==> config.mk <==
export PLATFORM = sky130hd
export DESIGN_NAME = nic_ctrl
export DESIGN_NICKNAME = d
export VERILOG_FILES = /design/src/pkg/nic_pkg.sv /design/src/rtl/nic_ctrl.sv /design/src/rtl/nic_prio_mem.sv
export SDC_FILE = /design/constraint.sdc
export NUM_CORES = 1
export LEC_CHECK = 0
export ABC_CLOCK_PERIOD_IN_PS = 9700
export BUFFER_PORTS_ARGS = -buffer_cell sky130_fd_sc_hd__buf_2
export CORE_MARGIN = 2
export CORE_UTILIZATION = 50
export CTS_BUF_LIST = sky130_fd_sc_hd__clkbuf_8
export CTS_CLUSTER_DIAMETER = 60
export CTS_CLUSTER_SIZE = 30
export DETAILED_ROUTE_END_ITERATION = 16
export PLACE_DENSITY = 0.83
export REMOVE_ABC_BUFFERS = 1
export SKIP_CTS_REPAIR_TIMING = 1
export SLEW_MARGIN = 10
export SYNTH_ARGS = -nofsm -noshare
export SYNTH_HDL_FRONTEND = slang
export SYNTH_SLANG_ARGS = --single-unit
==> constraint.sdc <==
create_clock -name CLOCK -period 9.7 [get_ports CLOCK]
set_input_delay 1.94 -clock CLOCK [delete_from_list [all_inputs] [get_ports CLOCK]]
set_output_delay 1.94 -clock CLOCK [all_outputs]
set_load 0.01 [all_outputs]
==> src/pkg/nic_pkg.sv <==
// Purpose: Shared constants and types of the nested interrupt controller.
// Assumes: Word-wide register port with byte offsets inside the block.
// Notes:   Offsets are relative to the start of the controller's region.

package nic_pkg;

   // ---------------------------------------------------------------
   // Sizes
   // ---------------------------------------------------------------
   localparam int NIC_NUM_IRQ = 32;
   localparam int NIC_NUM_W = 5;
   localparam int NIC_ADDR_W = 12;
   localparam int NIC_PRIO_W = 2;
   localparam int NIC_PRIO_WORDS = 8;
   localparam int NIC_PRIO_IDX_W = 3;
   localparam int NIC_FIELDS_PER_WORD = 4;
   localparam int NIC_FIELD_W = 8;

   // ---------------------------------------------------------------
   // Register offsets
   // ---------------------------------------------------------------
   localparam logic [11:0] NIC_OFF_ENA_SET = 12'h100;
   localparam logic [11:0] NIC_OFF_ENA_CLR = 12'h180;
   localparam logic [11:0] NIC_OFF_PEND_SET = 12'h200;
   localparam logic [11:0] NIC_OFF_PEND_CLR = 12'h280;
   localparam logic [11:0] NIC_OFF_PRIO_FIRST = 12'h400;
   localparam logic [11:0] NIC_OFF_PRIO_LAST = 12'h41c;

   // ---------------------------------------------------------------
   // Field layout and reset values
   // ---------------------------------------------------------------
   localparam int NIC_PRIO_MSB = 7;
   localparam int NIC_PRIO_LSB = 6;
   localparam logic [31:0] NIC_RST_ENABLE = 32'h0000_0000;
   localparam logic [31:0] NIC_RST_PENDING = 32'h0000_0000;
   localparam logic [31:0] NIC_RST_ACTIVE = 32'h0000_0000;
   localparam logic [7:0] NIC_RST_PRIO = 8'h00;
   localparam logic [31:0] NIC_RDATA_NONE = 32'h0000_0000;

   // ---------------------------------------------------------------
   // Register select
   // ---------------------------------------------------------------
   typedef enum logic [2:0] {
      NIC_SEL_NONE = 3'b000,
      NIC_SEL_ENA_SET = 3'b001,
      NIC_SEL_ENA_CLR = 3'b010,
      NIC_SEL_PEND_SET = 3'b011,
      NIC_SEL_PEND_CLR = 3'b100,
      NIC_SEL_PRIO = 3'b101
   } nic_sel_t;

endpackage : nic_pkg

==> src/rtl/nic_ctrl.sv <==
// Purpose: Enable, pending and active state of 32 interrupt lines,
//          priority arbitration and the word register port.
// Assumes: Request lines are synchronous to CLOCK; the core reports
//          service entry and return as one-cycle pulses.
// Notes:   Line type (level or pulse) is chosen per line by IRQ_LEVEL.
//
// Operation
// RQ1: Enable-set writes of 1 enable a line; reads show enables.
// RQ2: A pending and enabled line is offered to the core by priority; the code offers it only while it is not active.
// RQ3: Disabled lines still become pending but are never offered.
// RQ4: Enable-clear writes of 1 disable a line; reads show enables.
// RQ5: Pending-set writes of 1 make a line pending; reads show pending.
// RQ6: Setting an already pending line changes nothing; disabled lines pend.
// RQ7: Pending-clear writes of 1 remove pending; reads show pending.
// RQ8: Pending-clear never touches the active state.
// RQ9: Only bits 7:6 of each priority byte are stored; rest read zero.
// RQ10: Priority 0 to 3; lower value wins arbitration.
// RQ11: Priority words are reached by full-word accesses only.
// RQ12: Interrupt M lives in priority word M div 4, lane M mod 4.
// RQ13: Pulse requests are sampled each clock edge and latched pending.
// RQ14: A pulse request stays high for at least one clock cycle.
// RQ15: A level request stays high until its service is done.
// RQ16: Entering service clears the pending state automatically.
// RQ17: A level request still high at return pends again.
// RQ18: A sensed request on a line that is not active makes it pending.
// RQ19: A pulse during service gives active and pending; pending survives.
// RQ20: Bit n of the four vector registers belongs to interrupt n.

`timescale 1ns/1ns
`default_nettype none

module nic_ctrl
   import nic_pkg::*;
(
   input wire logic CLOCK,
   input wire logic RESET,
   input wire logic [NIC_NUM_IRQ-1:0] IRQ_REQ,
   input wire logic [NIC_NUM_IRQ-1:0] IRQ_LEVEL,
   input wire logic REG_WR,
   input wire logic REG_RD,
   input wire logic REG_WORD,
   input wire logic [NIC_ADDR_W-1:0] REG_ADDR,
   input wire logic [31:0] REG_WDATA,
   output logic [31:0] REG_RDATA,
   output logic OFFER_VALID,
   output logic [NIC_NUM_W-1:0] OFFER_NUM,
   output logic [NIC_PRIO_W-1:0] OFFER_PRIO,
   input wire logic CORE_ENTER,
   input wire logic [NIC_NUM_W-1:0] CORE_ENTER_NUM,
   input wire logic CORE_RETURN,
   input wire logic [NIC_NUM_W-1:0] CORE_RETURN_NUM,
   output logic [NIC_NUM_IRQ-1:0] ACTIVE_STATE
);

   // ---------------------------------------------------------------
   // Functions
   // ---------------------------------------------------------------

   // Maps a byte offset to the register it selects.
   function automatic nic_sel_t decode(input logic [NIC_ADDR_W-1:0] a);
      nic_sel_t s;
      s = NIC_SEL_NONE;
      if (a == NIC_OFF_ENA_SET) begin
         s = NIC_SEL_ENA_SET;
      end else if (a == NIC_OFF_ENA_CLR) begin
         s = NIC_SEL_ENA_CLR;
      end else if (a == NIC_OFF_PEND_SET) begin
         s = NIC_SEL_PEND_SET;
      end else if (a == NIC_OFF_PEND_CLR) begin
         s = NIC_SEL_PEND_CLR;
      end else if (a >= NIC_OFF_PRIO_FIRST && a <= NIC_OFF_PRIO_LAST &&
                   a[1:0] == 2'b00) begin
         s = NIC_SEL_PRIO;
      end
      return s;
   endfunction : decode

   // One-hot mask of a line number.
   function automatic logic [NIC_NUM_IRQ-1:0] onehot(
      input logic [NIC_NUM_W-1:0] n
   );
      logic [NIC_NUM_IRQ-1:0] m;
      m = '0;
      m[n] = 1'b1;
      return m;
   endfunction : onehot

   // ---------------------------------------------------------------
   // State
   // ---------------------------------------------------------------
   logic [NIC_NUM_IRQ-1:0] enable;
   logic [NIC_NUM_IRQ-1:0] pending;
   logic [NIC_NUM_IRQ-1:0] active;
   logic [NIC_NUM_IRQ-1:0] req_prev;
   logic [NIC_NUM_IRQ-1:0] next_enable;
   logic [NIC_NUM_IRQ-1:0] next_pending;
   logic [NIC_NUM_IRQ-1:0] next_active;
   logic [2*NIC_NUM_IRQ-1:0] prio_flat;
   logic [31:0] prio_rdata;
   logic [31:0] vec_rdata;
   logic rd_prio;
   logic rd_prio_q;

   // ---------------------------------------------------------------
   // Register port decode
   // ---------------------------------------------------------------
   nic_sel_t sel;
   logic wr_ok;
   logic rd_ok;

   // Narrow accesses are ignored for writes and read back as zero.
   assign sel = decode(REG_ADDR);
   assign wr_ok = REG_WR & REG_WORD; // see RQ11
   assign rd_ok = REG_RD & REG_WORD; // see RQ11

   logic [NIC_NUM_IRQ-1:0] sw_ena_set;
   logic [NIC_NUM_IRQ-1:0] sw_ena_clr;
   logic [NIC_NUM_IRQ-1:0] sw_pend_set;
   logic [NIC_NUM_IRQ-1:0] sw_pend_clr;

   // Bit n of the data word acts on line n.
   assign sw_ena_set = (wr_ok && sel == NIC_SEL_ENA_SET) ?
                       REG_WDATA : '0; // see RQ1, see RQ20
   assign sw_ena_clr = (wr_ok && sel == NIC_SEL_ENA_CLR) ?
                       REG_WDATA : '0; // see RQ4, see RQ20
   assign sw_pend_set = (wr_ok && sel == NIC_SEL_PEND_SET) ?
                        REG_WDATA : '0; // see RQ5, see RQ20
   assign sw_pend_clr = (wr_ok && sel == NIC_SEL_PEND_CLR) ?
                        REG_WDATA : '0; // see RQ7, see RQ20

   // ---------------------------------------------------------------
   // Enable vector
   // ---------------------------------------------------------------
   always_comb begin
      next_enable = (enable | sw_ena_set) & ~sw_ena_clr; // see RQ1, see RQ4
   end

   always_ff @(posedge CLOCK or posedge RESET) begin
      if (RESET) begin
         enable <= NIC_RST_ENABLE;
      end else begin
         enable <= next_enable;
      end
   end

   // ---------------------------------------------------------------
   // Request sensing
   // ---------------------------------------------------------------
   logic [NIC_NUM_IRQ-1:0] enter_mask;
   logic [NIC_NUM_IRQ-1:0] return_mask;
   logic [NIC_NUM_IRQ-1:0] level_set;
   logic [NIC_NUM_IRQ-1:0] pulse_set;
   logic [NIC_NUM_IRQ-1:0] hw_set;

   // Entry is honoured only for a line that is pending and enabled, active or not.
   assign enter_mask = CORE_ENTER ?
      (onehot(CORE_ENTER_NUM) & pending & enable) : '0; // see RQ3
   assign return_mask = CORE_RETURN ?
      (onehot(CORE_RETURN_NUM) & active) : '0;

   // A level line pends while high and neither active nor being entered,
   // and again at return when it is still high.
   assign level_set = IRQ_LEVEL & IRQ_REQ &
      (~active & ~enter_mask | return_mask); // see RQ18, see RQ17, see RQ16

   // A pulse line pends on each sampled rising edge, active or not.
   assign pulse_set = ~IRQ_LEVEL & IRQ_REQ & ~req_prev; // see RQ13, see RQ19

   assign hw_set = level_set | pulse_set; // see RQ3

   always_ff @(posedge CLOCK or posedge RESET) begin
      if (RESET) begin
         req_prev <= '0;
      end else begin
         req_prev <= IRQ_REQ; // see RQ13, see RQ14
      end
   end

   // ---------------------------------------------------------------
   // Pending vector
   // ---------------------------------------------------------------
   // Setting wins over clearing in the same cycle, so a request that
   // arrives with an entry or a software clear is not lost.
   always_comb begin
      next_pending = (pending & ~sw_pend_clr & ~enter_mask) |
                     sw_pend_set | hw_set; // see RQ16, see RQ6, see RQ7
   end

   always_ff @(posedge CLOCK or posedge RESET) begin
      if (RESET) begin
         pending <= NIC_RST_PENDING;
      end else begin
         pending <= next_pending; // see RQ5, see RQ19
      end
   end

   // ---------------------------------------------------------------
   // Active vector
   // ---------------------------------------------------------------
   // Pending-clear writes do not appear here at all.
   always_comb begin
      next_active = (active | enter_mask) & ~return_mask; // see RQ8
   end

   always_ff @(posedge CLOCK or posedge RESET) begin
      if (RESET) begin
         active <= NIC_RST_ACTIVE;
      end else begin
         active <= next_active;
      end
   end

   assign ACTIVE_STATE = active;

   // ---------------------------------------------------------------
   // Priority storage
   // ---------------------------------------------------------------
   logic prio_wr;
   logic [NIC_PRIO_IDX_W-1:0] prio_idx;

   // Word index is the register number, lane is the field.
   assign prio_idx = REG_ADDR[NIC_PRIO_IDX_W+1:2]; // see RQ12
   assign prio_wr = wr_ok && sel == NIC_SEL_PRIO; // see RQ11
   assign rd_prio = rd_ok && sel == NIC_SEL_PRIO;

   nic_prio_mem u_prio (
      .clk(CLOCK),
      .rst(RESET),
      .wr_en(prio_wr),
      .rd_en(rd_prio),
      .idx(prio_idx),
      .wdata(REG_WDATA),
      .rdata(prio_rdata),
      .prio_flat(prio_flat)
   ); // see RQ9, see RQ12

   // ---------------------------------------------------------------
   // Arbitration
   // ---------------------------------------------------------------
   logic [NIC_NUM_IRQ-1:0] candidate;
   logic best_found;
   logic [NIC_NUM_W-1:0] best_num;
   logic [NIC_PRIO_W-1:0] best_prio;

   assign candidate = pending & enable & ~active; // see RQ2, see RQ3

   // Lowest value wins; among equals the lowest line number wins.
   always_comb begin
      best_found = 1'b0;
      best_num = '0;
      best_prio = '1;
      for (int m = 0; m < NIC_NUM_IRQ; m++) begin
         if (candidate[m] &&
             (!best_found || prio_flat[2*m +: NIC_PRIO_W] < best_prio)) begin
            best_found = 1'b1; // see RQ10
            best_num = NIC_NUM_W'(m);
            best_prio = prio_flat[2*m +: NIC_PRIO_W];
         end
      end
   end

   // The offer is withdrawn in the cycle after it is taken.
   always_ff @(posedge CLOCK or posedge RESET) begin
      if (RESET) begin
         OFFER_VALID <= 1'b0;
         OFFER_NUM <= '0;
         OFFER_PRIO <= '0;
      end else begin
         OFFER_VALID <= best_found & ~(|enter_mask); // see RQ2
         OFFER_NUM <= best_num;
         OFFER_PRIO <= best_prio;
      end
   end

   // ---------------------------------------------------------------
   // Read path
   // ---------------------------------------------------------------
   // Set and clear views of a vector return the same state.
   always_ff @(posedge CLOCK or posedge RESET) begin
      if (RESET) begin
         vec_rdata <= NIC_RDATA_NONE;
         rd_prio_q <= 1'b0;
      end else begin
         rd_prio_q <= rd_prio;
         vec_rdata <= NIC_RDATA_NONE;
         if (rd_ok) begin
            unique case (sel)
               NIC_SEL_ENA_SET, NIC_SEL_ENA_CLR: begin
                  vec_rdata <= enable; // see RQ1, see RQ4
               end
               NIC_SEL_PEND_SET, NIC_SEL_PEND_CLR: begin
                  vec_rdata <= pending; // see RQ5, see RQ7
               end
               NIC_SEL_PRIO, NIC_SEL_NONE: begin
                  vec_rdata <= NIC_RDATA_NONE;
               end
               default: begin
                  vec_rdata <= NIC_RDATA_NONE;
               end
            endcase
         end
      end
   end

   assign REG_RDATA = rd_prio_q ? prio_rdata : vec_rdata;

endmodule : nic_ctrl

`default_nettype wire

==> src/rtl/nic_prio_mem.sv <==
// Purpose: Storage of the eight priority words, two bits per interrupt.
// Assumes: Only whole-word writes reach this module.
// Notes:   Read data come out of a register one cycle after the strobe.

`timescale 1ns/1ns
`default_nettype none

module nic_prio_mem
   import nic_pkg::*;
(
   input wire logic clk,
   input wire logic rst,
   input wire logic wr_en,
   input wire logic rd_en,
   input wire logic [NIC_PRIO_IDX_W-1:0] idx,
   input wire logic [31:0] wdata,
   output logic [31:0] rdata,
   output logic [2*NIC_NUM_IRQ-1:0] prio_flat
);

   // ---------------------------------------------------------------
   // Storage: only the two top bits of each byte field exist.
   // ---------------------------------------------------------------
   logic [NIC_PRIO_W-1:0] field [NIC_NUM_IRQ];

   always_ff @(posedge clk or posedge rst) begin
      if (rst) begin
         for (int m = 0; m < NIC_NUM_IRQ; m++) begin
            field[m] <= NIC_RST_PRIO[NIC_PRIO_MSB:NIC_PRIO_LSB];
         end
      end else if (wr_en) begin
         for (int b = 0; b < NIC_FIELDS_PER_WORD; b++) begin
            // Low six bits of each lane are dropped.
            field[{idx, 2'(b)}] <=
               wdata[b*NIC_FIELD_W+NIC_PRIO_LSB +: NIC_PRIO_W];
         end
      end
   end

   // ---------------------------------------------------------------
   // Registered read: lane b of word idx holds interrupt 4*idx+b.
   // ---------------------------------------------------------------
   always_ff @(posedge clk or posedge rst) begin
      if (rst) begin
         rdata <= NIC_RDATA_NONE;
      end else if (rd_en) begin
         rdata <= NIC_RDATA_NONE;
         for (int b = 0; b < NIC_FIELDS_PER_WORD; b++) begin
            rdata[b*NIC_FIELD_W+NIC_PRIO_LSB +: NIC_PRIO_W] <=
               field[{idx, 2'(b)}];
         end
      end
   end

   always_comb begin
      for (int m = 0; m < NIC_NUM_IRQ; m++) begin
         prio_flat[2*m +: NIC_PRIO_W] = field[m];
      end
   end

endmodule : nic_prio_mem

`default_nettype wire

==> results of run 1 <==
## registers in the layout (all words and copies together) (netlist names)
register and flops:
vec_rdata 32, enable 32, u_prio.rdata 8, OFFER_VALID 1
ACTIVE_STATE 32, OFFER_PRIO 2, OFFER_NUM 5, rd_prio_q 1
req_prev 32, u_prio.prio_flat 64, pending 32
## layout make-up
cell class	instances	share of cell area
clock buffer	21	0.0187
clock inverter	16	0.0179
inverter	25	0.00671
multi-input combinational	1116	0.471
sequential	241	0.390
tap	341	0.0276
timing repair buffer	208	0.0692
## cell families (layout without fill, tap and decap cells)
family                     count (synthesis)  count (layout)
DFF                                      241             241
and+or+nand+nor                          539             539
adders and majority gates                  7               7
muxes                                    125             125
AOI/OAI and AO/OA                        445             445
buffers and inverters                     78             270
## worst register-to-register path, cell delays in order (launching register included)
cell      delay, ns
dfrtp_1        0.46
nor4bb_1       0.20
nor3_4         0.35
nand3_4        0.17
or4_4          0.61
or4_4          0.61
or4_4          0.55
or2_4          0.29
o21bai_4       0.18
o21bai_4       0.20
or3_4          0.41
o21bai_4       0.19
or3_1          0.37
o31ai_2        0.12
inv_4          0.05
nand2_1        0.08
o211ai_1       0.10
o211ai_2       0.28
a21oi_1        0.16
o31ai_4        0.30
mux2i_1        0.28
ha_1           0.20
nor2_1         0.06
o21a_1         0.17
nor2_1         0.24
mux2_4         0.33
## synth_stat cells (all sizes together) (12+ instances only)
| cell type | n | area, um2 |
|---|---|---|
| nand3 | 17 | 103 |
| a211oi | 12 | 90.1 |
| and3 | 14 | 87.6 |
| or2 | 26 | 165 |
| o21bai | 13 | 131 |
| o22ai | 13 | 81.3 |
| clkbuf | 48 | 180 |
| nand2b | 12 | 75.1 |
| inv | 24 | 92.6 |
| nor2b | 32 | 200 |
| nand4 | 46 | 288 |
| a221o | 33 | 330 |
| a21oi | 150 | 758 |
| nand3b | 18 | 135 |
| o211ai | 12 | 100 |
| nor2 | 122 | 458 |
| and3b | 12 | 106 |
| mux2i | 39 | 390 |
| o21ai | 76 | 380 |
| nor3 | 18 | 106 |
| mux2 | 82 | 927 |
| a22oi | 44 | 330 |
| nand2 | 175 | 657 |
| nor3b | 12 | 90.1 |
| dfrtp | 241 | 6030 |
## per-stage QoR
step	std cells	utilization	setup WS (ns)	hold slack, ns	instance area (um2)
after CTS	1968	0.578	2.68	0.494	15500
after global placement	1931	0.557	2.84	0.459	14900
after detailed placement	1931	0.557	2.68	0.467	14900
after global routing	1968	0.578	2.16	0.522	15500
final	1968	0.578	2.64	0.494	15500
after floorplan	1382	-	1.14	0.444	13400
## worst max-delay path by stage
| stage | start | endpoint | slack, ns | cells after the start |
|---|---|---|---|---|
| after detailed placement | pending[0] | OFFER_PRIO[0] | 2.68 | 25 |
| final | pending[2] | OFFER_PRIO[0] | 2.64 | 25 |
| after CTS | pending[2] | OFFER_PRIO[0] | 2.68 | 25 |
| after floorplan | RESET | ACTIVE_STATE[0] | 1.14 | 1 |
| after global placement | pending[0] | OFFER_NUM[1] | 2.84 | 25 |
| after global routing | ACTIVE_STATE[1] | OFFER_NUM[1] | 2.16 | 25 |
## layer usage
| layer | GRT usage | routed length, um | up-vias |
|---|---|---|---|
| met2 | 0.508 | 21000 | 718 |
| met3 | 0.0461 | 4050 | 131 |
| met1 | 0.416 | 17900 | 6246 |
| li1 | - | - | 5708 |
| met5 | 0 | 0 | - |
| met4 | 0.156 | 2370 | 0 |
## power by group through the flow
stage / combinational (mW) / sequential, mW / clock (mW)
detailed placement: 0.147 / 1.04 / 0
global route: 0.162 / 1.02 / 0.780
floorplan: 0.0673 / 1.04 / 0
CTS: 0.147 / 1.02 / 0.746
global placement: 0.145 / 1.04 / 0
finish: 0.150 / 1.02 / 0.739
==> impl_metrics.yaml, run 1 <==
outcome:
  outcome: "completed"
synth:
  ys_async_sr_fraction: 1.00
  synth_area_um2: 13600
  synthXorXnorAreaFrac: 0
  avgSynthCellArea_um2: 9.48
  synth_edf_count: 0
  synth_mux_area_frac: 0.104
  ys.flop_type: "dfrtp_1"
  synthSimpleGateAreaFrac: 0.204
  ys_types: 91
  synth-compound-area-share: 0.221
  syn_inst: 1435
  synth_top_family_by_area: "compound AO/OA/AOI/OAI gates"
  synth_seq_cells: 241
  seq_area_frac_synth: 0.444
  synth_warnings: 0
  synthAdderAreaFrac: 0.00552
pwr:
  seq_power_share: 0.534
  p_leak_nw: 7.49
  p_per_area_nw_per_um2: 123
  clockPowerShare: 0.388
  switching_share: 0.293
  p_sw_uw: 558
  power_mw: 1.91
  p_comb_frac: 0.078
  ir_worst_vdd_v: 0.000102
  internal-power_mw: 1.35
grt:
  grt_pass1_wl_um: 69600
  grt_max_degree: 113
  grt_antenna_before_repair: 0
  grt_pass1_vias: 12370
  grt_usage: 0.314
  gr-total-overflow: 0
timing:
  final_hold_viol_count: 0
  setup_violations: 0
  drv_slew: 0
  finClkSkew_ns: 0.0385
  fmax_mhz: 142
  period_minus_slack_ns: 7.06
  slew-limit-headroom: 0.200
  tns_ns: 0
  rsz0062_at_grt: "no"
  min_period_over_period: 0.728
  tightest_slew_ns: 1.20
routing:
  drtIter0Drc: 1298
  wl_per_cell_um: 23.1
  first_pass_iters: 5
  post_drt_via_cell_ratio: 6.51
  wl_um: 45400
  vias: 12803
  ant_nets: 0
  drc: 0
final_layout:
  layout_common_cells: "dfrtp_1 (241), buf_2 (196), nand2_1 (175), a21oi_1 (148), nor2_1 (122)"
  layout-drive-gt1-share: 0.245
  final_nets: 1740
  fill_cells: 2322
  diodes: 0
  multi_input_area_um2: 7280
  seqCellArea_um2: 6030
  syn_to_final_growth_pct: 13.9
  final_common_cell: "dfrtp_1"
worst_setup_path:
  slowest_delay_ns: 0.61
  cpMaxStageDelayCell: "or4_4"
  path_class: "reg2reg"
  reg2reg_from: "pending[2]"
  crit_fanout: 8
  r2r-end: "OFFER_PRIO[0]"
  cp.required_ns: 10.15
  worst-path-buf-inv: 1
  crit_path_start_kind: "register"
  r2r_cells: 25
  end_kind: "register"
  crit_arrival_ns: 7.52
  cpLargestDelayFamily: "simple AND/OR/NAND/NOR gates"
  r2r_setup_slack_ns: 2.64
clock_network:
  ctsHtreeMaxLevel: 1
  worstSkewPairLatency_ns: 0.58
  cts_buffers: 21
  clockRootBuffer: "clkbuf_8"
  cts_sinks: 241
  cts_tree: "built"
  cts_max_path_buffers: 3
  path_clk_slew_ns: 0.14
floorplanning:
  die_h_um: 169
  num_io_pins: 197
  core_um2: 26800
  die_area_um2: 28500
  fp-row-count: 60
  die_x_um: 169
  start_util: 0.507
hold_path:
  hold_path_startpoint: "u_prio.rdata[23]"
  holdPathEnd: "u_prio.rdata[23]"
  holdPathStages: 2
  hold_class: "reg2reg"
placed_design:
  portBuffers: 196
  gp_congestion: 1.01
  dpl.hpwl_um: 33300
flow_run:
  drv_cap: 0
(Power assumes the default switching activity.)
==> inputs of run 2 (changes only) <==
Settings changed: ABC_AREA set to 1, ABC_CLOCK_PERIOD_IN_PS 9700 to 6200, PLACE_DENSITY 0.83 to 0.86.
Clock period 9.7 ns to 6.2 ns, I/O delays scaled along.
==> run 2 against run 1 <==
Against the previous run: the flow now finishes with violations (negative setup slack); clock-buffer cell count is 5 lower; non-clock buffer count is 272 higher; first-iteration DRC count is 43% higher; power is 89% higher; sequential power is 69% higher; via count is 20% higher; largest power group unchanged; maximum frequency is 56% lower; die area is 0.10% lower; cell area is 14% higher; sequential share of layout area is 4.8 points lower; critical endpoint is now OFFER_PRIO[1]; synthesized cell count is 32% higher; clock power is 20% higher.
==> impl_metrics.yaml, run 2 <==
synth:
  avgSynthCellArea_um2: 7.18
  ys.flop_type: "dfrtp_1"
  synth.area.top_cells: "dfrtp_1 (44%), nand2_1 (13%), inv_1 (9.5%)"
  synth_warnings: 0
  yosys.area.top_type_share: 0.444
  syn_inst: 1893
  seq_area_frac_synth: 0.444
  synth_edf_count: 0
  synth_seq_cells: 241
  synthTopCellsByCount: "nand2_1 (478), inv_1 (344), dfrtp_1 (241), nand3_1 (157), nor2_1 (140)"
  synth_area_um2: 13600
  synth.most_common_cell: "nand2_1"
  ys_async_sr_fraction: 1.00
  synth_largest_area_cell: "dfrtp_1"
  ys_types: 35
outcome:
  violations: "negative setup slack"
  outcome: "complete, but fails checks"
timing:
  period_minus_slack_ns: 15.97
  finClkSkew_ns: 0.0283
  slew-limit-headroom: 0.115
  fin_ws_ns: -9.77
  min_period_over_period: 2.58
  rsz0062_at_grt: "yes"
  drv_slew: 0
  fmax_mhz: 62.6
  tns_ns: -70.54
  setup_violations: 8
  tightest_slew_ns: 1.32
  final_hold_viol_count: 0
worst_setup_path:
  r2r_cells: 188
  reg2reg_from: "pending[0]"
  crit_arrival_ns: 16.42
  r2r_setup_slack_ns: -9.77
  crit_fanout: 7
  crit_path_start_kind: "register"
  end_kind: "register"
  cpMaxStageDelayCell: "dfrtp_1"
  r2r-end: "OFFER_PRIO[1]"
  critPathMostFrequentCell: "nand2_2"
  path_class: "reg2reg"
  cp.required_ns: 6.65
  slowest_delay_ns: 0.41
clock_network:
  worstSkewPairLatency_ns: 0.55
  cts_buffers: 15
  cts_max_path_buffers: 3
  cts_sinks: 241
  path_clk_slew_ns: 0.15
  cts_tree: "built"
  ctsHtreeMaxLevel: 1
  clockRootBuffer: "clkbuf_8"
pwr:
  internal-power_mw: 2.39
  p_sw_mw: 1.22
  ir_worst_vdd_v: 0.000235
  p_comb_frac: 0.278
  p_leak_nw: 9.48
  p_per_area_nw_per_um2: 204
  seq_power_share: 0.477
  power_mw: 3.61
  switching_share: 0.338
  clockPowerShare: 0.245
final_layout:
  layout-drive-gt1-share: 0.292
  final_common_cell: "nand2_1"
  layout_common_cells: "nand2_1 (410), inv_1 (341), buf_4 (282), dfrtp_1 (241), buf_2 (196)"
  final_area_um2: 17700
  stdcell_count: 2699
  diodes: 0
  largest_reg_flops: 64
  syn_to_final_growth_pct: 30.1
  final_nets: 2477
floorplanning:
  core_um2: 26800
  die_x_um: 169
  die_h_um: 169
  die_area_um2: 28500
  fp-row-count: 60
  num_io_pins: 197
  start_util: 0.507
placed_design:
  portBuffers: 196
  placed_cell_area_um2: 16800
  dp.cells: 2651
  dp_worst_setup_slack_ns: -8.77
  gp_congestion: 0.999
  dpl.hpwl_um: 35900
hold_path:
  holdPathEnd: "u_prio.rdata[7]"
  hold_class: "reg2reg"
  holdPathStages: 2
  hold_path_startpoint: "u_prio.rdata[7]"
routing:
  drtIter0Drc: 1851
  vias: 15363
  first_pass_iters: 12
  wl_per_cell_um: 18.3
  ant_nets: 0
  post_drt_via_cell_ratio: 5.69
  drc: 0
  wl_um: 49300
grt:
  grt_max_degree: 151
  gr-total-overflow: 0
  grt_antenna_before_repair: 0
  grt_usage: 0.329
  grt_pass1_wl_um: 74000
  grt_pass1_vias: 14561
flow_run:
  drv_cap: 0
-- run 2: final cells by class --
type	count	area [um2]
Clock buffer	16	220
Clock inverter	9	116
Fill cell	2039	9130
Multi-Input combinational cell	1258	6400
Tap cell	341	427
Sequential cell	241	6030
Inverter	354	1340
Timing Repair Buffer	480	3140
-- run 2: worst max path at each step --
stage | start | end | slack (ns) | cells after the start
after floorplan | ACTIVE_STATE[0] | OFFER_PRIO[0] | -7.18 | 186
after global placement | ACTIVE_STATE[0] | OFFER_PRIO[1] | -7.41 | 184
after detailed placement | ACTIVE_STATE[0] | OFFER_PRIO[0] | -8.77 | 184
after CTS | ACTIVE_STATE[0] | OFFER_PRIO[0] | -8.84 | 184
after global routing | pending[0] | OFFER_PRIO[0] | -11.38 | 188
final | pending[0] | OFFER_PRIO[1] | -9.77 | 188
-- run 2: layer usage --
metal  vias to the layer above  wire [um]  track usage  part of all wire
met4                         0       3700        0.192             0.075
met2                      1011      22900        0.546              0.46
met3                       276       4970       0.0578              0.10
met5                         -          0            0                 0
met1                      7051      17700        0.406              0.36
li1                       7025          -            -                 -
-- run 2: power by group through the flow --
stage	sequential [mW]	clock (mW)	combinational (mW)
after floorplan	1.78	0	0.421
after global placement	1.75	0	0.903
after detailed placement	1.75	0	0.929
after CTS	1.72	0.885	0.936
after global routing	1.73	0.941	1.09
final	1.72	0.885	1.01
-- run 2: worst max-delay path: cells and delay by family (launching register included) --
kind            cells  cell delay (ns)
flops               1             0.41
compound gates      2             0.19
buf+inv             2             0.11
simple gates      182            14.59
fa+ha+maj           2             0.56
-- run 2: through the flow --
stage / util / hold WS, ns
floorplan: - / 0.443
global placement: 0.629 / 0.458
detailed placement: 0.629 / 0.469
CTS: 0.641 / 0.508
global route: 0.659 / 0.533
finish: 0.659 / 0.505
-- run 2: kinds of logic (layout without fill, tap and decap cells) --
family | count (synthesis) | count (layout) | share of synthesized area
simple gates | 952 | 952 | 0.308
flops | 241 | 241 | 0.444
mux | 8 | 8 | 0.00663
buf+inv | 394 | 859 | 0.109
fa+ha+maj | 2 | 2 | 0.00184
compound gates | 296 | 296 | 0.130
